[src/hdl/fwp_pkg.sv]
package fwp_pkg;

    // Instruction codes taken from the first byte after chip select falls.
    localparam logic [7:0] FWP_OP_WREN = 8'h06;
    localparam logic [7:0] FWP_OP_WRDI = 8'h04;
    localparam logic [7:0] FWP_OP_RDSR = 8'h05;
    localparam logic [7:0] FWP_OP_WRSR = 8'h01;
    localparam logic [7:0] FWP_OP_PP = 8'h02;
    localparam logic [7:0] FWP_OP_SE = 8'h20;
    localparam logic [7:0] FWP_OP_BE = 8'hd8;
    localparam logic [7:0] FWP_OP_CE = 8'hc7;
    localparam logic [7:0] FWP_OP_PD = 8'hb9;
    localparam logic [7:0] FWP_OP_RPD = 8'hab;

    // Whole bytes an instruction must carry before chip select rises; FWP_LEN_SAT is where the byte count stops.
    localparam logic [2:0] FWP_LEN_ONE = 3'h1;
    localparam logic [2:0] FWP_LEN_WRSR = 3'h2;
    localparam logic [2:0] FWP_LEN_ERASE = 3'h4;
    localparam logic [2:0] FWP_LEN_PP_MIN = 3'h5;
    localparam logic [2:0] FWP_LEN_SAT = 3'h7;

    // Status register field positions.
    localparam int FWP_SR_BUSY = 0;
    localparam int FWP_SR_WEL = 1;
    localparam int FWP_SR_BP_LSB = 2;
    localparam int FWP_SR_TB = 5;
    localparam int FWP_SR_RSV = 6;
    localparam int FWP_SR_SRP = 7;

    // Factory values of the non-volatile fields and of the latch.
    localparam logic [2:0] FWP_BP_RST = 3'h0;
    localparam logic FWP_TB_RST = 1'b0;
    localparam logic FWP_SRP_RST = 1'b0;
    localparam logic FWP_WEL_RST = 1'b0;

    // Protect field codes with a fixed meaning.
    localparam logic [2:0] FWP_BP_NONE = 3'h0;
    localparam logic [2:0] FWP_BP_ALL = 3'h7;

    // Timing.
    localparam int FWP_CLK_PERIOD_NS = 50;
    localparam int FWP_PUW_TIME_US = 10;
    localparam int FWP_PUW_CYCLES = (FWP_PUW_TIME_US * 1000 + FWP_CLK_PERIOD_NS - 1)
        / FWP_CLK_PERIOD_NS;
    localparam int FWP_TW_TIME_US = 15;
    localparam int FWP_TW_CYCLES = (FWP_TW_TIME_US * 1000 + FWP_CLK_PERIOD_NS - 1)
        / FWP_CLK_PERIOD_NS;

    // Array geometry: log2 of the number of 64 KB blocks.
    localparam int FWP_BLK_BITS = 7;
    localparam int FWP_ADDR_W = 24;

    // Pin synchroniser reset value, order cs_n, sclk, dio, wp_n.
    localparam logic [3:0] FWP_PIN_RST = 4'h9;

    typedef enum logic [2:0] {
        FWP_KIND_NONE = 3'b000,
        FWP_KIND_PP = 3'b001,
        FWP_KIND_SE = 3'b010,
        FWP_KIND_BE = 3'b011,
        FWP_KIND_CE = 3'b100
    } fwp_op_t;

    typedef enum logic [1:0] {
        FWP_ST_IDLE = 2'b00,
        FWP_ST_ARRAY = 2'b01,
        FWP_ST_SRW = 2'b10
    } fwp_busy_t;

    // True when a 64 KB block lies in the range picked by the protect field and side.
    function automatic logic fwp_blk_prot(input logic [2:0] bp, input logic tb,
                                          input logic [7:0] blk, input logic [7:0] last);
        logic [8:0] nblk;
        logic [8:0] cnt;
        logic hit;
        nblk = {1'b0, last} + 9'h001;
        cnt = nblk >> (3'h7 - bp);
        if (bp == FWP_BP_NONE) begin
            hit = 1'b0;
        end else if (bp == FWP_BP_ALL) begin
            hit = 1'b1;
        end else if (tb) begin
            hit = {1'b0, blk} < cnt;
        end else begin
            hit = {1'b0, blk} >= (nblk - cnt);
        end
        return hit;
    endfunction

endpackage

[src/hdl/fwp_protect_top.sv]
`timescale 1ns/100ps
`default_nettype none
module fwp_protect_top #(
    parameter int PUW_CYC = fwp_pkg::FWP_PUW_CYCLES,
    parameter int TW_CYC = fwp_pkg::FWP_TW_CYCLES,
    parameter int BLK_BITS = fwp_pkg::FWP_BLK_BITS
) (
    // Clock and power-on reset
    input wire logic ref_clk,
    input wire logic rst,
    // Serial pins
    input wire logic cs_n,
    input wire logic sclk,
    input wire logic dio,
    input wire logic wp_n,
    output logic data_out,
    output logic data_out_oe,
    // Array program and erase engine
    output logic op_start,
    output fwp_pkg::fwp_op_t op_kind,
    output logic [fwp_pkg::FWP_ADDR_W-1:0] op_addr,
    input wire logic op_done,
    // Status view
    output logic [7:0] status,
    output logic power_down
);
    import fwp_pkg::*;

    localparam int PUW_W = $clog2(PUW_CYC + 1);
    localparam int TW_W = $clog2(TW_CYC + 1);
    localparam logic [7:0] BLK_LAST = 8'((1 << BLK_BITS) - 1);

    logic cs_s, sclk_s, dio_s, wp_s;
    logic cs_d_q, sclk_d_q;
    logic sclk_rise, sclk_fall, cs_rise, cs_fall;
    logic [PUW_W-1:0] puw_cnt_q;
    logic puw_done_q;
    logic [2:0] phase_q, byte_cnt_q;
    logic [7:0] sh_q, op_q, sr_in_q;
    logic [FWP_ADDR_W-1:0] addr_q;
    logic op_valid_q, rdsr_q;
    logic [7:0] out_q;
    logic wel_q, pd_q, tb_q, srp_q;
    logic [2:0] bp_q;
    fwp_busy_t st_q;
    logic [TW_W-1:0] tw_cnt_q;
    logic [7:0] sr_word;
    logic busy, lock, ends_ok, tw_end, finish, arr_prot;
    logic go_wren, go_wrdi, go_pd, go_rpd, go_wrsr, go_arr;
    fwp_op_t arr_kind;

    fwp_sync #(
        .W(4),
        .RST_VAL(FWP_PIN_RST)
    ) u_sync (
        .ref_clk(ref_clk),
        .rst(rst),
        .din({cs_n, sclk, dio, wp_n}),
        .dout({cs_s, sclk_s, dio_s, wp_s})
    );

    // Edge detection on the synchronised pins.
    always_ff @(posedge ref_clk) begin
        if (rst) begin
            cs_d_q <= 1'b1;
            sclk_d_q <= 1'b0;
        end else begin
            cs_d_q <= cs_s;
            sclk_d_q <= sclk_s;
        end
    end

    assign sclk_rise = sclk_s & ~sclk_d_q & ~cs_s;
    assign sclk_fall = ~sclk_s & sclk_d_q & ~cs_s;
    assign cs_fall = ~cs_s & cs_d_q;
    assign cs_rise = cs_s & ~cs_d_q;

    // Power-up write delay counter.
    always_ff @(posedge ref_clk) begin
        if (rst) begin
            puw_cnt_q <= '0;
            puw_done_q <= 1'b0;
        end else if (!puw_done_q) begin
            if (puw_cnt_q == PUW_W'(PUW_CYC - 1)) begin
                puw_done_q <= 1'b1;
            end else begin
                puw_cnt_q <= puw_cnt_q + 1'b1;
            end
        end
    end

    // Bit and byte counting, opcode, data byte and address capture.
    always_ff @(posedge ref_clk) begin
        if (rst || cs_fall) begin
            phase_q <= '0;
            byte_cnt_q <= '0;
            sh_q <= '0;
            op_q <= '0;
            sr_in_q <= '0;
            addr_q <= '0;
            op_valid_q <= 1'b0;
        end else if (sclk_rise) begin
            phase_q <= phase_q + 1'b1;
            sh_q <= {sh_q[6:0], dio_s};
            if (byte_cnt_q >= FWP_LEN_ONE && byte_cnt_q < FWP_LEN_ERASE) begin
                addr_q <= {addr_q[FWP_ADDR_W-2:0], dio_s};
            end
            if (phase_q == 3'h7) begin
                if (byte_cnt_q != FWP_LEN_SAT) begin
                    byte_cnt_q <= byte_cnt_q + 1'b1;
                end
                if (byte_cnt_q == 3'h0) begin
                    op_q <= {sh_q[6:0], dio_s};
                    op_valid_q <= 1'b1;
                end
                if (byte_cnt_q == FWP_LEN_ONE) begin
                    sr_in_q <= {sh_q[6:0], dio_s};
                end
            end
        end
    end

    assign busy = (st_q != FWP_ST_IDLE);
    assign lock = srp_q & ~wp_s;
    assign ends_ok = cs_rise & op_valid_q & (phase_q == 3'h0);
    assign tw_end = (st_q == FWP_ST_SRW) && (tw_cnt_q == TW_W'(TW_CYC - 1));
    assign finish = ((st_q == FWP_ST_ARRAY) && op_done) || tw_end;
    assign arr_prot = fwp_blk_prot(bp_q, tb_q, addr_q[FWP_ADDR_W-1:16], BLK_LAST);

    // Instruction acceptance at the rising edge of chip select.
    always_comb begin
        go_wren = 1'b0;
        go_wrdi = 1'b0;
        go_pd = 1'b0;
        go_rpd = 1'b0;
        go_wrsr = 1'b0;
        go_arr = 1'b0;
        arr_kind = FWP_KIND_NONE;
        if (ends_ok && pd_q) begin
            go_rpd = (op_q == FWP_OP_RPD);
        end else if (ends_ok && !busy) begin
            unique case (op_q)
                FWP_OP_WREN: go_wren = puw_done_q && (byte_cnt_q == FWP_LEN_ONE);
                FWP_OP_WRDI: go_wrdi = (byte_cnt_q == FWP_LEN_ONE);
                FWP_OP_PD: go_pd = (byte_cnt_q == FWP_LEN_ONE);
                FWP_OP_WRSR: begin
                    go_wrsr = puw_done_q && wel_q && !lock
                        && (byte_cnt_q == FWP_LEN_WRSR);
                end
                FWP_OP_PP: begin
                    arr_kind = FWP_KIND_PP;
                    go_arr = (byte_cnt_q >= FWP_LEN_PP_MIN) && !arr_prot;
                end
                FWP_OP_SE: begin
                    arr_kind = FWP_KIND_SE;
                    go_arr = (byte_cnt_q == FWP_LEN_ERASE) && !arr_prot;
                end
                FWP_OP_BE: begin
                    arr_kind = FWP_KIND_BE;
                    go_arr = (byte_cnt_q == FWP_LEN_ERASE) && !arr_prot;
                end
                FWP_OP_CE: begin
                    arr_kind = FWP_KIND_CE;
                    go_arr = (byte_cnt_q == FWP_LEN_ONE) && (bp_q == FWP_BP_NONE);
                end
                default: arr_kind = FWP_KIND_NONE;
            endcase
            go_arr = go_arr && puw_done_q && wel_q;
        end
    end

    // Write enable latch.
    always_ff @(posedge ref_clk) begin
        if (rst) begin
            wel_q <= FWP_WEL_RST;
        end else if (go_wren) begin
            wel_q <= 1'b1;
        end else if (go_wrdi || finish) begin
            wel_q <= 1'b0;
        end
    end

    // Power-down state.
    always_ff @(posedge ref_clk) begin
        if (rst) begin
            pd_q <= 1'b0;
        end else if (go_pd) begin
            pd_q <= 1'b1;
        end else if (go_rpd) begin
            pd_q <= 1'b0;
        end
    end

    // Busy state machine and status write timer.
    always_ff @(posedge ref_clk) begin
        if (rst) begin
            st_q <= FWP_ST_IDLE;
            tw_cnt_q <= '0;
        end else begin
            unique case (st_q)
                FWP_ST_IDLE: begin
                    tw_cnt_q <= '0;
                    if (go_arr) begin
                        st_q <= FWP_ST_ARRAY;
                    end else if (go_wrsr) begin
                        st_q <= FWP_ST_SRW;
                    end
                end
                FWP_ST_ARRAY: begin
                    if (op_done) begin
                        st_q <= FWP_ST_IDLE;
                    end
                end
                FWP_ST_SRW: begin
                    tw_cnt_q <= tw_cnt_q + 1'b1;
                    if (tw_end) begin
                        st_q <= FWP_ST_IDLE;
                    end
                end
                default: st_q <= FWP_ST_IDLE;
            endcase
        end
    end

    // Non-volatile fields, committed when the status write ends.
    always_ff @(posedge ref_clk) begin
        if (rst) begin
            bp_q <= FWP_BP_RST;
            tb_q <= FWP_TB_RST;
            srp_q <= FWP_SRP_RST;
        end else if (tw_end && !lock) begin
            bp_q <= sr_in_q[FWP_SR_BP_LSB+2:FWP_SR_BP_LSB];
            tb_q <= sr_in_q[FWP_SR_TB];
            srp_q <= sr_in_q[FWP_SR_SRP];
        end
    end

    // Status word assembly.
    always_comb begin
        sr_word = '0;
        sr_word[FWP_SR_BUSY] = busy;
        sr_word[FWP_SR_WEL] = wel_q;
        sr_word[FWP_SR_BP_LSB+2:FWP_SR_BP_LSB] = bp_q;
        sr_word[FWP_SR_TB] = tb_q;
        sr_word[FWP_SR_RSV] = 1'b0;
        sr_word[FWP_SR_SRP] = srp_q;
    end

    // Status read: reload each byte, shift out on falling clock edges.
    always_ff @(posedge ref_clk) begin
        if (rst || cs_fall) begin
            rdsr_q <= 1'b0;
            out_q <= '0;
            data_out <= 1'b0;
        end else if (sclk_rise && phase_q == 3'h7) begin
            if (byte_cnt_q == 3'h0) begin
                rdsr_q <= ({sh_q[6:0], dio_s} == FWP_OP_RDSR) && !pd_q;
            end
            out_q <= sr_word;
        end else if (sclk_fall && rdsr_q) begin
            data_out <= out_q[7];
            out_q <= {out_q[6:0], 1'b0};
        end
    end

    assign data_out_oe = rdsr_q & ~cs_s;

    // Engine request and status outputs.
    always_ff @(posedge ref_clk) begin
        if (rst) begin
            op_start <= 1'b0;
            op_kind <= FWP_KIND_NONE;
            op_addr <= '0;
            status <= '0;
        end else begin
            op_start <= go_arr;
            if (go_arr) begin
                op_kind <= arr_kind;
                op_addr <= addr_q;
            end
            status <= sr_word;
        end
    end

    assign power_down = pd_q;
endmodule // fwp_protect_top
`default_nettype wire

[src/hdl/fwp_sync.sv]
`timescale 1ns/100ps
`default_nettype none
module fwp_sync #(
    parameter int W = 1,
    parameter logic [W-1:0] RST_VAL = '0
) (
    // Clock and reset
    input wire logic ref_clk,
    input wire logic rst,
    // Asynchronous inputs and their synchronised copies
    input wire logic [W-1:0] din,
    output logic [W-1:0] dout
);

    logic [W-1:0] meta_q;

    // Two flip-flops; only the second stage reads the first.
    always_ff @(posedge ref_clk) begin
        if (rst) begin
            meta_q <= RST_VAL;
            dout <= RST_VAL;
        end else begin
            meta_q <= din;
            dout <= meta_q;
        end
    end

endmodule // fwp_sync
`default_nettype wire

[config.mk]
export PLATFORM = sky130hd
export DESIGN_NAME = fwp_protect_top
export DESIGN_NICKNAME = d
export VERILOG_FILES = /design/src/hdl/fwp_pkg.sv /design/src/hdl/fwp_protect_top.sv /design/src/hdl/fwp_sync.sv
export SDC_FILE = /design/constraint.sdc
export NUM_CORES = 1
export LEC_CHECK = 0
export BUFFER_PORTS_ARGS = -buffer_cell sky130_fd_sc_hd__buf_2
export CORE_ASPECT_RATIO = 2
export CORE_UTILIZATION = 40
export CTS_CLUSTER_SIZE = 30
export DETAILED_ROUTE_END_ITERATION = 12
export MAX_ROUTING_LAYER = met4
export PLACE_DENSITY_LB_ADDON = 0.08
export SLEW_MARGIN = 40
export SYNTH_ARGS = -nofsm -noshare
export SYNTH_HDL_FRONTEND = slang
export SYNTH_SLANG_ARGS = --single-unit
export TNS_END_PERCENT = 10
[constraint.sdc]
create_clock -name ref_clk -period 5.1 [get_ports ref_clk]
set_input_delay 1.53 -clock ref_clk [delete_from_list [all_inputs] [get_ports ref_clk]]
set_output_delay 1.53 -clock ref_clk [all_outputs]
set_load 0.05 [all_outputs]
[Yosys cells after proc, flatten, opt, wreduce, memory -nomap -nowiden]
Index checks and enable logic that the tools add are counted.
Storage, ports and cells
  word-level logic and storage cells: 164
  output and inout port bits: 39
  register bits: 137
  input port bits: 7
Cells by class
  add/subtract/negate cells: 6
  equal/unequal tests: 23
  shift-type cells: 1
  bitwise gates (word level): 18
  order comparisons: 5
  mux-type cells: 38
  reduce and logical (&&, ||, !) cells: 44
Operators with widths (number)
  $eq 8x8->1 const B: 5
  $mux 1: 26
  $eq 8x3->1 const B: 3
  $logic_and 1x1->1: 18
  $pmux 9 s2: 1
  $mux 8: 2
  $pmux 3 s4: 1
  $reduce_and 3->1: 4
  $and 1x1->1: 10
  $reduce_bool 2->1: 5
  $add 9x1->9 const B: 1
  $eq 3x3->1 const B: 3
  $eq 9x9->1 const B: 1
  $ge 8x9->1: 1
  $logic_not 3->1: 3
  $lt 8x9->1: 1
  $shr 8x3->9 const A: 1
  $sub 8x9->9 const A: 1
  $add 8x1->8 const B: 1
  $eq 8x1->1 const B: 1
  $eq 8x2->1 const B: 1
  $eq 8x6->1 const B: 1
  $mux 2: 4
  $not 1->1: 8
  19 further kinds: 32

[Depth between registers and ports, before layout]
Gate-level depths: netlist (run 1).
  depth in word-level cells: 18
  gate-level depth with buffers: 12
  gate-level depth less buffers: 10

[Modules after synthesis]
Synthesis (run 1) repeated with hierarchy kept, for this count alone.
Unflattened totals
  cell total of the unflattened synthesis: 665
  area, all modules: 5695.5 um^2
Modules (own cells, without submodules)
  fwp_protect_top: times used 1, area an instance 5485.3 um^2, seq. area each 2502.4 um^2, cells each 649
  fwp_sync: times used 1, area an instance 210.2 um^2, seq. area each 160.2 um^2, cells each 16

[Worst setup path after synthesis (run 1)]
OpenSTA, ideal clock, no wires.
  kind: reg2reg
  from: register bp_q[1]
  to: register op_addr[10] (netlist name)
  arrival time: 2719 ps
  stages on the path, launching flop included: 12
  path slack: 2262 ps
  buffers on the path: 3
  required time: 4980 ps
  cells stage by stage: dfxtp_1 clkbuf_1 or3b_2 and2_1 ha_1 and3_1 a2111oi_0 a211oi_1 o31a_2 buf_6 buf_12 mux2i_1
On the way
  cells in the longest elaborated chain, start to end: 16
Ends and longest elaborated chain
  start, declared: line fwp_protect_top.sv:44  | logic [2:0] bp_q;
  start signal, assigned: line fwp_protect_top.sv:232  | bp_q <= sr_in_q[FWP_SR_BP_LSB+2:FWP_SR_BP_LSB];
  $sub 3x3->3: line fwp_pkg.sv:77  | cnt = nblk >> (3'h7 - bp);
  $shr 8x3->9: line fwp_pkg.sv:77
  $sub 8x9->9: line fwp_pkg.sv:85  | hit = {1'b0, blk} >= (nblk - cnt);
  $ge 8x9->1: line fwp_pkg.sv:85
  $mux 1: line fwp_pkg.sv:82  | end else if (tb) begin
  $mux 1: line fwp_pkg.sv:80  | end else if (bp == FWP_BP_ALL) begin
  $mux 1: line fwp_pkg.sv:78  | if (bp == FWP_BP_NONE) begin
  $logic_not 1->1: line fwp_protect_top.sv:152, fwp_protect_top.sv:156, fwp_protect_top.sv:160
  $logic_and 1x1->1, on equally long branches: line fwp_protect_top.sv:156, fwp_protect_top.sv:160, fwp_protect_top.sv:152
  $pmux 1 s3 *: line fwp_protect_top.sv:142  | unique case (op_q)
  $mux 1 *: line fwp_protect_top.sv:141  | end else if (ends_ok && !busy) begin
  $mux 1 *: line fwp_protect_top.sv:139  | if (ends_ok && pd_q) begin
  $logic_and 1x1->1 * (2 in a row): line fwp_protect_top.sv:168  | go_arr = go_arr && puw_done_q && wel_q;
  $mux 1 *: line fwp_protect_top.sv:141
  $mux 1 *: line fwp_protect_top.sv:139
  end signal, assigned: line fwp_protect_top.sv:279  | op_addr <= addr_q;
  end, declared: line fwp_protect_top.sv:21  | output logic [fwp_pkg::FWP_ADDR_W-1:0] op_addr,
Every way passes the cells marked *; elsewhere a longest branch is shown, timed or not. The select of a mux whose other input is x is not followed.
A chain may end at the register's enable or synchronous reset.

[Final worst setup path (run 1)]
  from: register bp_q[2]
  to: register op_addr[4] (netlist name)
The elaborated chain is that of the path after synthesis.

==> summary.txt, run 1 <==
Run status
  • Outcome: finished, final reports clean

Layout
  • Antenna Cells: 0
  • Multi-input logic area: slightly above 3000 um2
  • FF/Latch Area: about 2700 um2
  • Final net count: 724
  • Most common cell after layout, fill and taps aside: dfxtp_1
  • Proportion of layout cells with a drive suffix above 1: 0.150
  • Area grow syn2layout: 15.4%
  • # fillers: 1,444
  • Post-Route Utilization: 0.475
  • Most frequent cells in the layout: dfxtp_1, nand2_1, a21oi_1

Global routing
  • Tot GR Track Use: 0.185
  • GRT met1 Usage: 0.189
  • GR peak layer: met2
  • Met3 Resource Use GR: 0.0351
  • Initial antenna violation count: 0
  • Pin count of the biggest net entering global routing: 100
  • First-pass GRT wire length: 21.2 mm
  • Overflow left after global routing: 0
  • Global routing met2 resource utilization: 0.335
  • Vias in the first global route: approximately 4,400

Pwr
  • Sw power: approximately 490 uW
  • Logic gate share of total power: 0.019
  • Ratio of total power to cell area: roughly 330 nW/um2
  • Switching Share: 0.215
  • Share of power burned in registers: 0.461
  • Worst VDD drop: about 0.23 mV
  • Cell internal pwr: 1790 uW
  • Clock power frac: 0.520
  • Pleak: about 0.0028 uW

Die
  • Row count: 62
  • Die X: slightly below 90 um
  • Core box area: around 14,000 um2
  • Die H: 174 um
  • Starting density of the core: 0.411
  • Die ar.: approximately 15,000 um2
  • I/O pins: 46

Yosys
  • Area leader, netlist: dfxtp_1
  • Yosys warning count: 0
  • Seq cells post-synth: 133
  • Post-synthesis async set-or-reset flop share: 0
  • Synth Instances: around 660
  • Top FF cell, synth: dfxtp_1
  • Synthesized area per cell: about 9.0 um2
  • Post-synth top area share: 0.449
  • Post-Syn Area: 5930 um2
  • Number of enable flip-flop cells after synthesis: 0
  • Post-synth cell types: 55
  • Syn Nets: about 690
  • Top post-synthesis cells by area: dfxtp_1, mux2i_1, nand2_1
  • Register area share after synthesis: 0.449

Placed design
  • Hpwl dp: roughly 8.9 mm
  • GPL Wtd Cong: 0.830
  • # port buffers: 44

Timing
  • Setup TNS: 0 ps
  • Final Skew: 13.1 ps
  • Worst-margin pin slew: about 690 ps
  • Setup Viol. Count Final: 0
  • Tcrit/Tclk final: 0.626
  • Endpoints failing hold: 0
  • Slew Viols, Final: 0
  • Max frequency: approximately 310 MHz
  • Fin crit period: between 3000 and 4000 ps
  • RSZ-0062 raised after global routing: no
  • Slew HR: 0.537

CTS
  • CTS Root Cell: clkbuf_16
  • CTS Buf Count: 17
  • Post-CTS Setup Bufs: 0
  • Worst-Skew Late Latency: ~400 ps
  • TritonCTS clock tree: yes
  • CTS Buffer Depth: 2
  • PostCTS Resize Cnt: 0
  • Clock sink count: around 130
  • Post-CTS Hold Fix Bufs: 0
  • H-tree depth: 4
  • Clock slew at reported path FFs: around 60 ps

Setup path
  • CP max stage delay: 550 ps
  • Top delay family on crit path: compound AO/OA/AOI/OAI gates
  • Worst setup SP type: flip-flop
  • Worst-path cell chain: or3b_2 > and2_1 > ha_1 > and3_1 > a2111oi_0 > a211oi_1 > o31a_2 > buf_16 > mux2i_1
  • Worst-path fanout max: 18
  • Nature of the critical path endpoint: flip-flop
  • Worst EP required: roughly 5400 ps
  • Critical path data arrival time: around 3500 ps
  • Slowest cell on crit path: dfxtp_1
  • Kind of critical path: flip-flop to flip-flop
  • Critical path buffers and inverters: 1

Drt
  • Residual DRC count: 0
  • DR pass1 iterations: 4
  • Vias per cell: 5.07
  • Vias: about 4,600
  • Drt initial violations: around 190
  • DR WL/cell: between 10 and 15 um
  • Total Wirelength: about 13 mm
  • Detail Route Antenna Nets: 0

Flow run
  • Max cap viols: 0

Min path
  • Min-Delay Path Class: flip-flop to flip-flop
power groups by stage:
| stage | clock, uW | combinational (uW) | sequential (uW) |
|---|---|---|---|
| 2_1_floorplan | 0 | 32.6 | 1070 |
| 3_3_place_gp | 0 | 43.4 | 1070 |
| 3_5_place_dp | 0 | 44.5 | 1070 |
| 4_1_cts | 1220 | 44.5 | 1050 |
| 5_1_grt | 1260 | 49.4 | 1050 |
| 6_report | 1180 | 43.6 | 1050 |
synth_stat cells (2+ instances only):
| master | instances |
|---|---|
| a211oi_1 | 2 |
| a21o_1 | 5 |
| a21oi_1 | 61 |
| a22oi_1 | 7 |
| and2_1 | 4 |
| and3_1 | 3 |
| buf_12 | 2 |
| buf_4 | 3 |
| clkbuf_1 | 31 |
| conb_1 | 2 |
| dfxtp_1 | 133 |
| ha_1 | 25 |
| inv_1 | 13 |
| mux2i_1 | 42 |
| nand2_1 | 94 |
| nand2b_1 | 28 |
| nand3_1 | 16 |
| nand3b_1 | 9 |
| nand4_1 | 5 |
| nand4b_1 | 4 |
| nor2_1 | 51 |
| nor2b_1 | 20 |
| nor3_1 | 9 |
| nor3b_1 | 6 |
| nor4_1 | 3 |
| nor4b_1 | 6 |
| o21a_1 | 2 |
| o21ai_0 | 10 |
| o31a_2 | 2 |
| or2_2 | 4 |
| or2b_1 | 15 |
| or2b_2 | 10 |
| or3b_2 | 3 |
| xnor2_1 | 5 |
| xor2_1 | 7 |
flip-flops by register name, indices dropped and copies added, names as in the netlist, 2 cells and up:
name / flops
puw_cnt_q: 8
phase_q: 3
addr_q: 24
sh_q: 7
sr_in_q: 5
u_sync.meta_q: 4
byte_cnt_q: 3
status: 7
op_q: 8
out_q: 8
u_sync.dout: 4
op_kind: 3
tw_cnt_q: 9
st_q: 2
bp_q: 3
op_addr: 24
through the flow:
step                worst slack (ps)  hold WS (ps)  total power, uW  area, um2  std cells
global route                    1790           432             2360       6850        897
global placement                1960           399             1120       6230        864
finish                          1910           407             2280       6850        897
CTS                             1850           410             2310       6820        896
floorplan                       2260           389             1110       5930        662
detailed placement              1860           395             1120       6240        864
per-layer routing:
metal / wire length [um] / vias up
met5: 0 / -
met2: 7040 / 63
li1: - / 2293
met4: 251 / 0
met3: 267 / 18
met1: 5270 / 2176
final cells by class:
class | count | area share
Tap cell | 192 | 0.0351
Inverter | 13 | 0.00713
Sequential cell | 133 | 0.389
Timing Repair Buffer | 49 | 0.0411
Clock buffer | 19 | 0.0647
Multi-Input combinational cell | 478 | 0.444
Clock inverter | 13 | 0.0194
logic make-up after synthesis:
family	Yosys count	synth area share
adder cells (fa/ha/maj)	25	0.0527
buffers and inverters	51	0.0411
AND/OR/NAND/NOR	300	0.270
other	2	0.00127
AO/OA/AOI/OAI	95	0.0924
flip-flops	133	0.449
XOR/XNOR	12	0.0177
multiplexers	44	0.0753
path summary, 6_finish.rpt:
check / startpoint / endpoint / slack [ps] / cells past startpoint
min reg2reg: u_sync.meta_q[3]$_SDFF_PP1_ / u_sync.dout[3]$_SDFF_PP1_ / 410 / 1
min: u_sync.meta_q[3]$_SDFF_PP1_ / u_sync.dout[3]$_SDFF_PP1_ / 410 / 1
max reg2reg: bp_q[2]$_SDFFE_PP0P_ / op_addr[4]$_SDFFE_PP0P_ / 1910 / 9
max: bp_q[2]$_SDFFE_PP0P_ / op_addr[4]$_SDFFE_PP0P_ / 1910 / 9
Power figures use the tool's default switching activity.
==> run 2: changes to the inputs <==
==> constraint.sdc (replaced) <==
create_clock -name ref_clk -period 2.9 [get_ports ref_clk]
set_input_delay 0.87 -clock ref_clk [delete_from_list [all_inputs] [get_ports ref_clk]]
set_output_delay 0.87 -clock ref_clk [all_outputs]
set_load 0.05 [all_outputs]
==> run 2 against run 1 <==
Core utilization up 0.89 points. Design area increased by 1.9%. Sequential cell count unchanged. Largest power group unchanged. Sequential power up 76%. First-iteration DRC count down 27%.
==> summary.txt, run 2 (synthesized netlist as in run 1, its figures left out) <==
Run status
  • Outcome: finished, final reports clean

Die
  • Core box area: between 10,000 and 15,000 um2
  • Die H: between 150 and 200 um
  • Starting density of the core: 0.411
  • Die ar.: between 15,000 and 20,000 um2
  • I/O pins: 46
  • Die X: 88.1 um
  • Row count: between 60 and 70

Setup path
  • Slowest cell on crit path: or3b_2
  • CP max stage delay: between 400 and 500 ps
  • Worst setup SP type: flip-flop
  • Nature of the critical path endpoint: flip-flop
  • Kind of critical path: flip-flop to flip-flop
  • Worst-path fanout max: 4
  • Critical path data arrival time: between 3000 and 4000 ps
  • Critical path buffers and inverters: 0
  • Worst EP required: between 3000 and 4000 ps
  • Worst-path cell chain: or3b_2 > and2_1 > ha_1 > and3_1 > a2111oi_0 > a211oi_1 > o31a_2 > mux2_1
  • Top delay family on crit path: compound AO/OA/AOI/OAI gates

Timing
  • Max frequency: roughly 360 MHz
  • Final Skew: between 7 and 8 ps
  • Setup Viol. Count Final: 0
  • Final hold slack: between 400 and 500 ps
  • Worst-margin pin slew: between 600 and 700 ps
  • Slew HR: 0.536
  • Setup TNS: 0 ps
  • RSZ-0062 raised after global routing: no
  • Endpoints failing hold: 0
  • Tcrit/Tclk final: 0.960
  • Slew Viols, Final: 0
  • Fin crit period: between 2000 and 3000 ps

Drt
  • Vias per cell: a little over 5
  • DR WL/cell: ~14 um
  • Detail Route Antenna Nets: 0
  • Drt initial violations: 135
  • Vias: around 4,600
  • Residual DRC count: 0
  • DR pass1 iterations: 4
  • Total Wirelength: ~13 mm

Layout
  • Cell Count, Final, Fillers Out: approximately 910
  • Largest regs: addr_q: 24 flops, op_addr: 24 flops, tw_cnt_q: 9 flops
  • Area grow syn2layout: 17.6%
  • Most frequent cells in the layout: dfxtp_1, nand2_1, a21oi_1
  • Most common cell after layout, fill and taps aside: dfxtp_1
  • Final net count: about 740
  • Post-layout instance area: between 6000 and 7000 um2
  • Antenna Cells: 0
  • Proportion of layout cells with a drive suffix above 1: 0.163
  • # fillers: between 1,000 and 1,500

Pwr
  • Switching Share: 0.212
  • Worst VDD drop: just over 0.4 mV
  • Pleak: just under 0.003 uW
  • Ratio of total power to cell area: 608 nW/um2
  • Sw power: approximately 900 uW
  • Cell internal pwr: roughly 3300 uW
  • Logic gate share of total power: 0.019
  • Share of power burned in registers: 0.436
  • Clock power frac: 0.545

Min path
  • Min-Delay Path Class: flip-flop to flip-flop

Placed design
  • Cell Area, Placed: about 6300 um2
  • Placed insts: 876
  • GPL Wtd Cong: between 0.8 and 0.9
  • Hpwl dp: between 8 and 9 mm
  • # port buffers: 44

CTS
  • Worst-Skew Late Latency: 410 ps
  • CTS Buf Count: 17
  • Post-CTS Setup Bufs: 0
  • TritonCTS clock tree: yes
  • Post-CTS Hold Fix Bufs: 0
  • CTS Buffer Depth: 2
  • PostCTS Resize Cnt: 0
  • Clock sink count: about 130
  • CTS Root Cell: clkbuf_16
  • H-tree depth: 4
  • Clock slew at reported path FFs: 60 ps

Global routing
  • Pin count of the biggest net entering global routing: between 40 and 50
  • Initial antenna violation count: 0
  • Tot GR Track Use: 0.184
  • Overflow left after global routing: 0
  • First-pass GRT wire length: 21.3 mm
  • Vias in the first global route: around 4,400

Flow run
  • Max cap viols: 0
-- run 2: cell types whose count changed in the layout (fill, tap and decap cells not counted), sizes merged --
cell | previous run | this run
buf | 49 | 60
bufinv | 2 | 4
clkinv | 6 | 4
clkinvlp | 4 | 2
inv | 14 | 16
-- run 2: layer usage --
| layer | share of wire | up-vias | GRT usage |
|---|---|---|---|
| met5 | 0 | - | - |
| met4 | 0.042 | 0 | 0.0968 |
| met3 | 0.023 | 29 | 0.0347 |
| met2 | 0.51 | 80 | 0.313 |
| met1 | 0.42 | 2160 | 0.197 |
| li1 | - | 2320 | - |
-- run 2: worst paths after layout --
kind	startpoint	end	slack (ps)	cells after the start
worst max register to register	bp_q[0]$_SDFFE_PP0P_	op_kind[1]$_SDFFE_PP0P_	120	8
worst min register to register	u_sync.meta_q[0]$_SDFF_PP1_	u_sync.dout[0]$_SDFF_PP1_	410	1
worst max-delay path	bp_q[0]$_SDFFE_PP0P_	op_kind[1]$_SDFFE_PP0P_	120	8
worst min-delay path	u_sync.meta_q[0]$_SDFF_PP1_	u_sync.dout[0]$_SDFF_PP1_	410	1
-- run 2: power groups by stage --
| stage | clock, uW | combinational, uW | sequential [uW] |
|---|---|---|---|
| global placement | 0 | 78.9 | 1890 |
| finish | 2310 | 79.2 | 1850 |
| detailed placement | 0 | 81.1 | 1890 |
| global route | 2450 | 87.7 | 1850 |
| CTS | 2360 | 80.8 | 1850 |
| floorplan | 0 | 57.4 | 1890 |
-- run 2: cell type report --
type / count / area (um2) / share of cell area
well taps: 192 / 240 / 0.0344
clock buffers: 19 / 443 / 0.0635
flip-flops and latches: 133 / 2660 / 0.382
clock inverters: 13 / 196 / 0.0282
multi-input cells: 478 / 3030 / 0.435
repair buffers: 60 / 353 / 0.0506
inverters: 13 / 48.8 / 0.00700
-- run 2: per-stage QoR --
stage | power (uW) | util | setup WS [ps]
finish | 4240 | 0.483 | 115
global route | 4390 | 0.483 | 52.2
CTS | 4290 | 0.483 | 114
detailed placement | 1970 | 0.439 | 105
global placement | 1970 | 0.439 | 182
floorplan | 1950 | - | 61.7
-- run 2: worst register-to-register path, stage by stage, from the launching register on --
cell,delay (ps)
dfxtp_1,310
or3b_2,480
and2_1,170
ha_1,260
and3_1,160
a2111oi_0,400
a211oi_1,160
o31a_2,400
mux2_1,320
==> run 3: changes to the inputs <==
--- a/config.mk
+++ b/config.mk
@@ -7,7 +7,7 @@
 export LEC_CHECK = 0
 export BUFFER_PORTS_ARGS = -buffer_cell sky130_fd_sc_hd__buf_2
 export CORE_ASPECT_RATIO = 2
-export CORE_UTILIZATION = 40
+export CORE_UTILIZATION = 54
 export CTS_CLUSTER_SIZE = 30
 export DETAILED_ROUTE_END_ITERATION = 12
 export MAX_ROUTING_LAYER = met4
==> run 3 against run 2 <==
Combinational power up 2%. Die area down 26%. Worst hold slack worse by 1.1 ps. Non-clock buffer count up 1. Sequential cell count unchanged. Via count unchanged.
==> summary.txt, run 3 (synthesized netlist as in run 1, its figures left out) <==
Pwr
  • Clock power frac: 0.536
  • Share of power burned in registers: 0.445
  • Logic gate share of total power: 0.019
  • Pleak: 0.00289 uW
  • Switching Share: 0.200
  • Worst VDD drop: 0.475 mV
  • Ratio of total power to cell area: 603 nW/um2
  • Cell internal pwr: ~3300 uW
  • Sw power: roughly 830 uW

Global routing
  • Overflow left after global routing: 0
  • Pin count of the biggest net entering global routing: between 60 and 70
  • First-pass GRT wire length: about 21 mm
  • Vias in the first global route: between 4,000 and 5,000
  • Tot GR Track Use: 0.238
  • Initial antenna violation count: 0

Flow run
  • Max cap viols: 0

Die
  • Die H: ~150 um
  • Starting density of the core: 0.559
  • Die ar.: about 11,000 um2
  • Row count: between 50 and 60
  • I/O pins: 46
  • Core box area: 10,600 um2
  • Die X: 76.1 um

Layout
  • Final net count: about 740
  • Most common cell after layout, fill and taps aside: dfxtp_1
  • Most frequent cells in the layout: dfxtp_1, nand2_1, a21oi_1
  • Antenna Cells: 0
  • Largest regs: addr_q: 24 flops, op_addr: 24 flops, tw_cnt_q: 9 flops
  • Proportion of layout cells with a drive suffix above 1: 0.156
  • Area grow syn2layout: 16.3%

Timing
  • Endpoints failing hold: 0
  • Fin crit period: about 2800 ps
  • Final Skew: a little under 8 ps
  • Setup TNS: 0 ps
  • Max frequency: approximately 360 MHz
  • Setup Viol. Count Final: 0
  • Worst setup margin: 147 ps
  • Slew Viols, Final: 0
  • Slew HR: 0.565
  • RSZ-0062 raised after global routing: no
  • Tcrit/Tclk final: 0.949
  • Worst-margin pin slew: 650 ps

Setup path
  • Nature of the critical path endpoint: flip-flop
  • Worst-path cell chain: or3b_2 > and2_1 > ha_1 > and3_1 > a2111oi_1 > a211oi_1 > o31a_2 > mux2_1
  • Worst setup SP type: flip-flop
  • CP max stage delay: roughly 480 ps
  • Kind of critical path: flip-flop to flip-flop
  • Critical path data arrival time: slightly above 3000 ps
  • Worst-path fanout max: 4
  • Slowest cell on crit path: or3b_2
  • Worst EP required: 3190 ps

Drt
  • WL met3: roughly 290 um
  • Drt initial violations: 199
  • WL met1: roughly 5 mm
  • DR pass1 iterations: 5
  • Vias: approximately 4,600
  • Total Wirelength: 12.5 mm
  • DR WL met2: ~6.9 mm
  • Residual DRC count: 0
  • Top layer reached by signal wires: met4
  • DR WL/cell: about 15 um
  • Vias per cell: about 5.4
  • Detail Route Antenna Nets: 0

CTS
  • Worst-Skew Late Latency: roughly 410 ps
  • Clock slew at reported path FFs: ~60 ps
  • CTS Buffer Depth: 2
  • Clock sink count: roughly 130
  • CTS Root Cell: clkbuf_16
  • TritonCTS clock tree: yes
  • H-tree depth: 4
  • Post-CTS Setup Bufs: 0
  • CTS Buf Count: 17

Placed design
  • Worst slack, placed: around 140 ps
  • Hpwl dp: a little under 9 mm
  • GPL Wtd Cong: between 0.8 and 0.9
  • # port buffers: 44

Min path
  • Min-Delay Path Class: flip-flop to flip-flop

Run status
  • Outcome: finished, final reports clean
==> run 3: cell count changes in the layout (fill, tap and decap cells not counted), moves of 3 or more <==
cell	change
inv_6	-3
clkinv_4	-3
clkbuf_1	+4
clkinv_2	+3
==> run 3: cell type report <==
cell class | count | area (um2)
Multi-Input combinational cell | 478 | 3030
Timing Repair Buffer | 61 | 373
Clock inverter | 9 | 151
Inverter | 13 | 48.8
Fill cell | 915 | 3710
Sequential cell | 133 | 2660
Clock buffer | 23 | 458
Tap cell | 137 | 171
==> run 3: worst paths after layout <==
check,startpoint,end,slack (ps),cells after the start
setup reg to reg,bp_q[0]$_SDFFE_PP0P_,op_kind[1]$_SDFFE_PP0P_,150,8
hold reg to reg,u_sync.meta_q[0]$_SDFF_PP1_,u_sync.dout[0]$_SDFF_PP1_,410,1
hold / removal,u_sync.meta_q[0]$_SDFF_PP1_,u_sync.dout[0]$_SDFF_PP1_,410,1
setup / recovery,bp_q[0]$_SDFFE_PP0P_,op_kind[1]$_SDFFE_PP0P_,150,8
==> run 3: what timing repair did <==
item                                    in CTS  in global routing
gates resized for setup                      0                  1
endpoints found under the setup margin       0                  2
hold buffers                                 0                  0
endpoints found under the hold margin        0                  0
==> run 3: stage by stage <==
step,cell area (um2),utilization,power (uW),instances,hold slack (ps)
2_1_floorplan,5930,-,1950,662,389
3_3_place_gp,6280,0.592,1970,822,396
3_5_place_dp,6280,0.592,1970,822,399
4_1_cts,6890,0.650,4190,854,415
5_1_grt,6900,0.650,4280,854,425
6_report,6900,0.650,4160,854,411
==> run 3: critical path: cells and delay by family, from the launching register on <==
| family | cells | cell delay, ps |
|---|---|---|
| AOI/OAI and AO/OA | 3 | 920 |
| adders and majority gates | 1 | 260 |
| DFF | 1 | 320 |
| muxes | 1 | 320 |
| and+or+nand+nor | 3 | 810 |
==> run 3: routing by layer <==
layer | vias to the layer above | track usage
met3 | 22 | 0.0424
li1 | 2321 | -
met1 | 2162 | 0.231
met2 | 84 | 0.447
met5 | - | -
met4 | 0 | 0.122
==> run 3: power groups by stage <==
stage | Sequential (uW) | Combinational (uW) | Clock [uW]
finish | 1850 | 80.7 | 2230
detailed placement | 1890 | 81.2 | 0
CTS | 1850 | 81.2 | 2260
global placement | 1890 | 78.8 | 0
global route | 1850 | 88.4 | 2350
floorplan | 1890 | 57.4 | 0
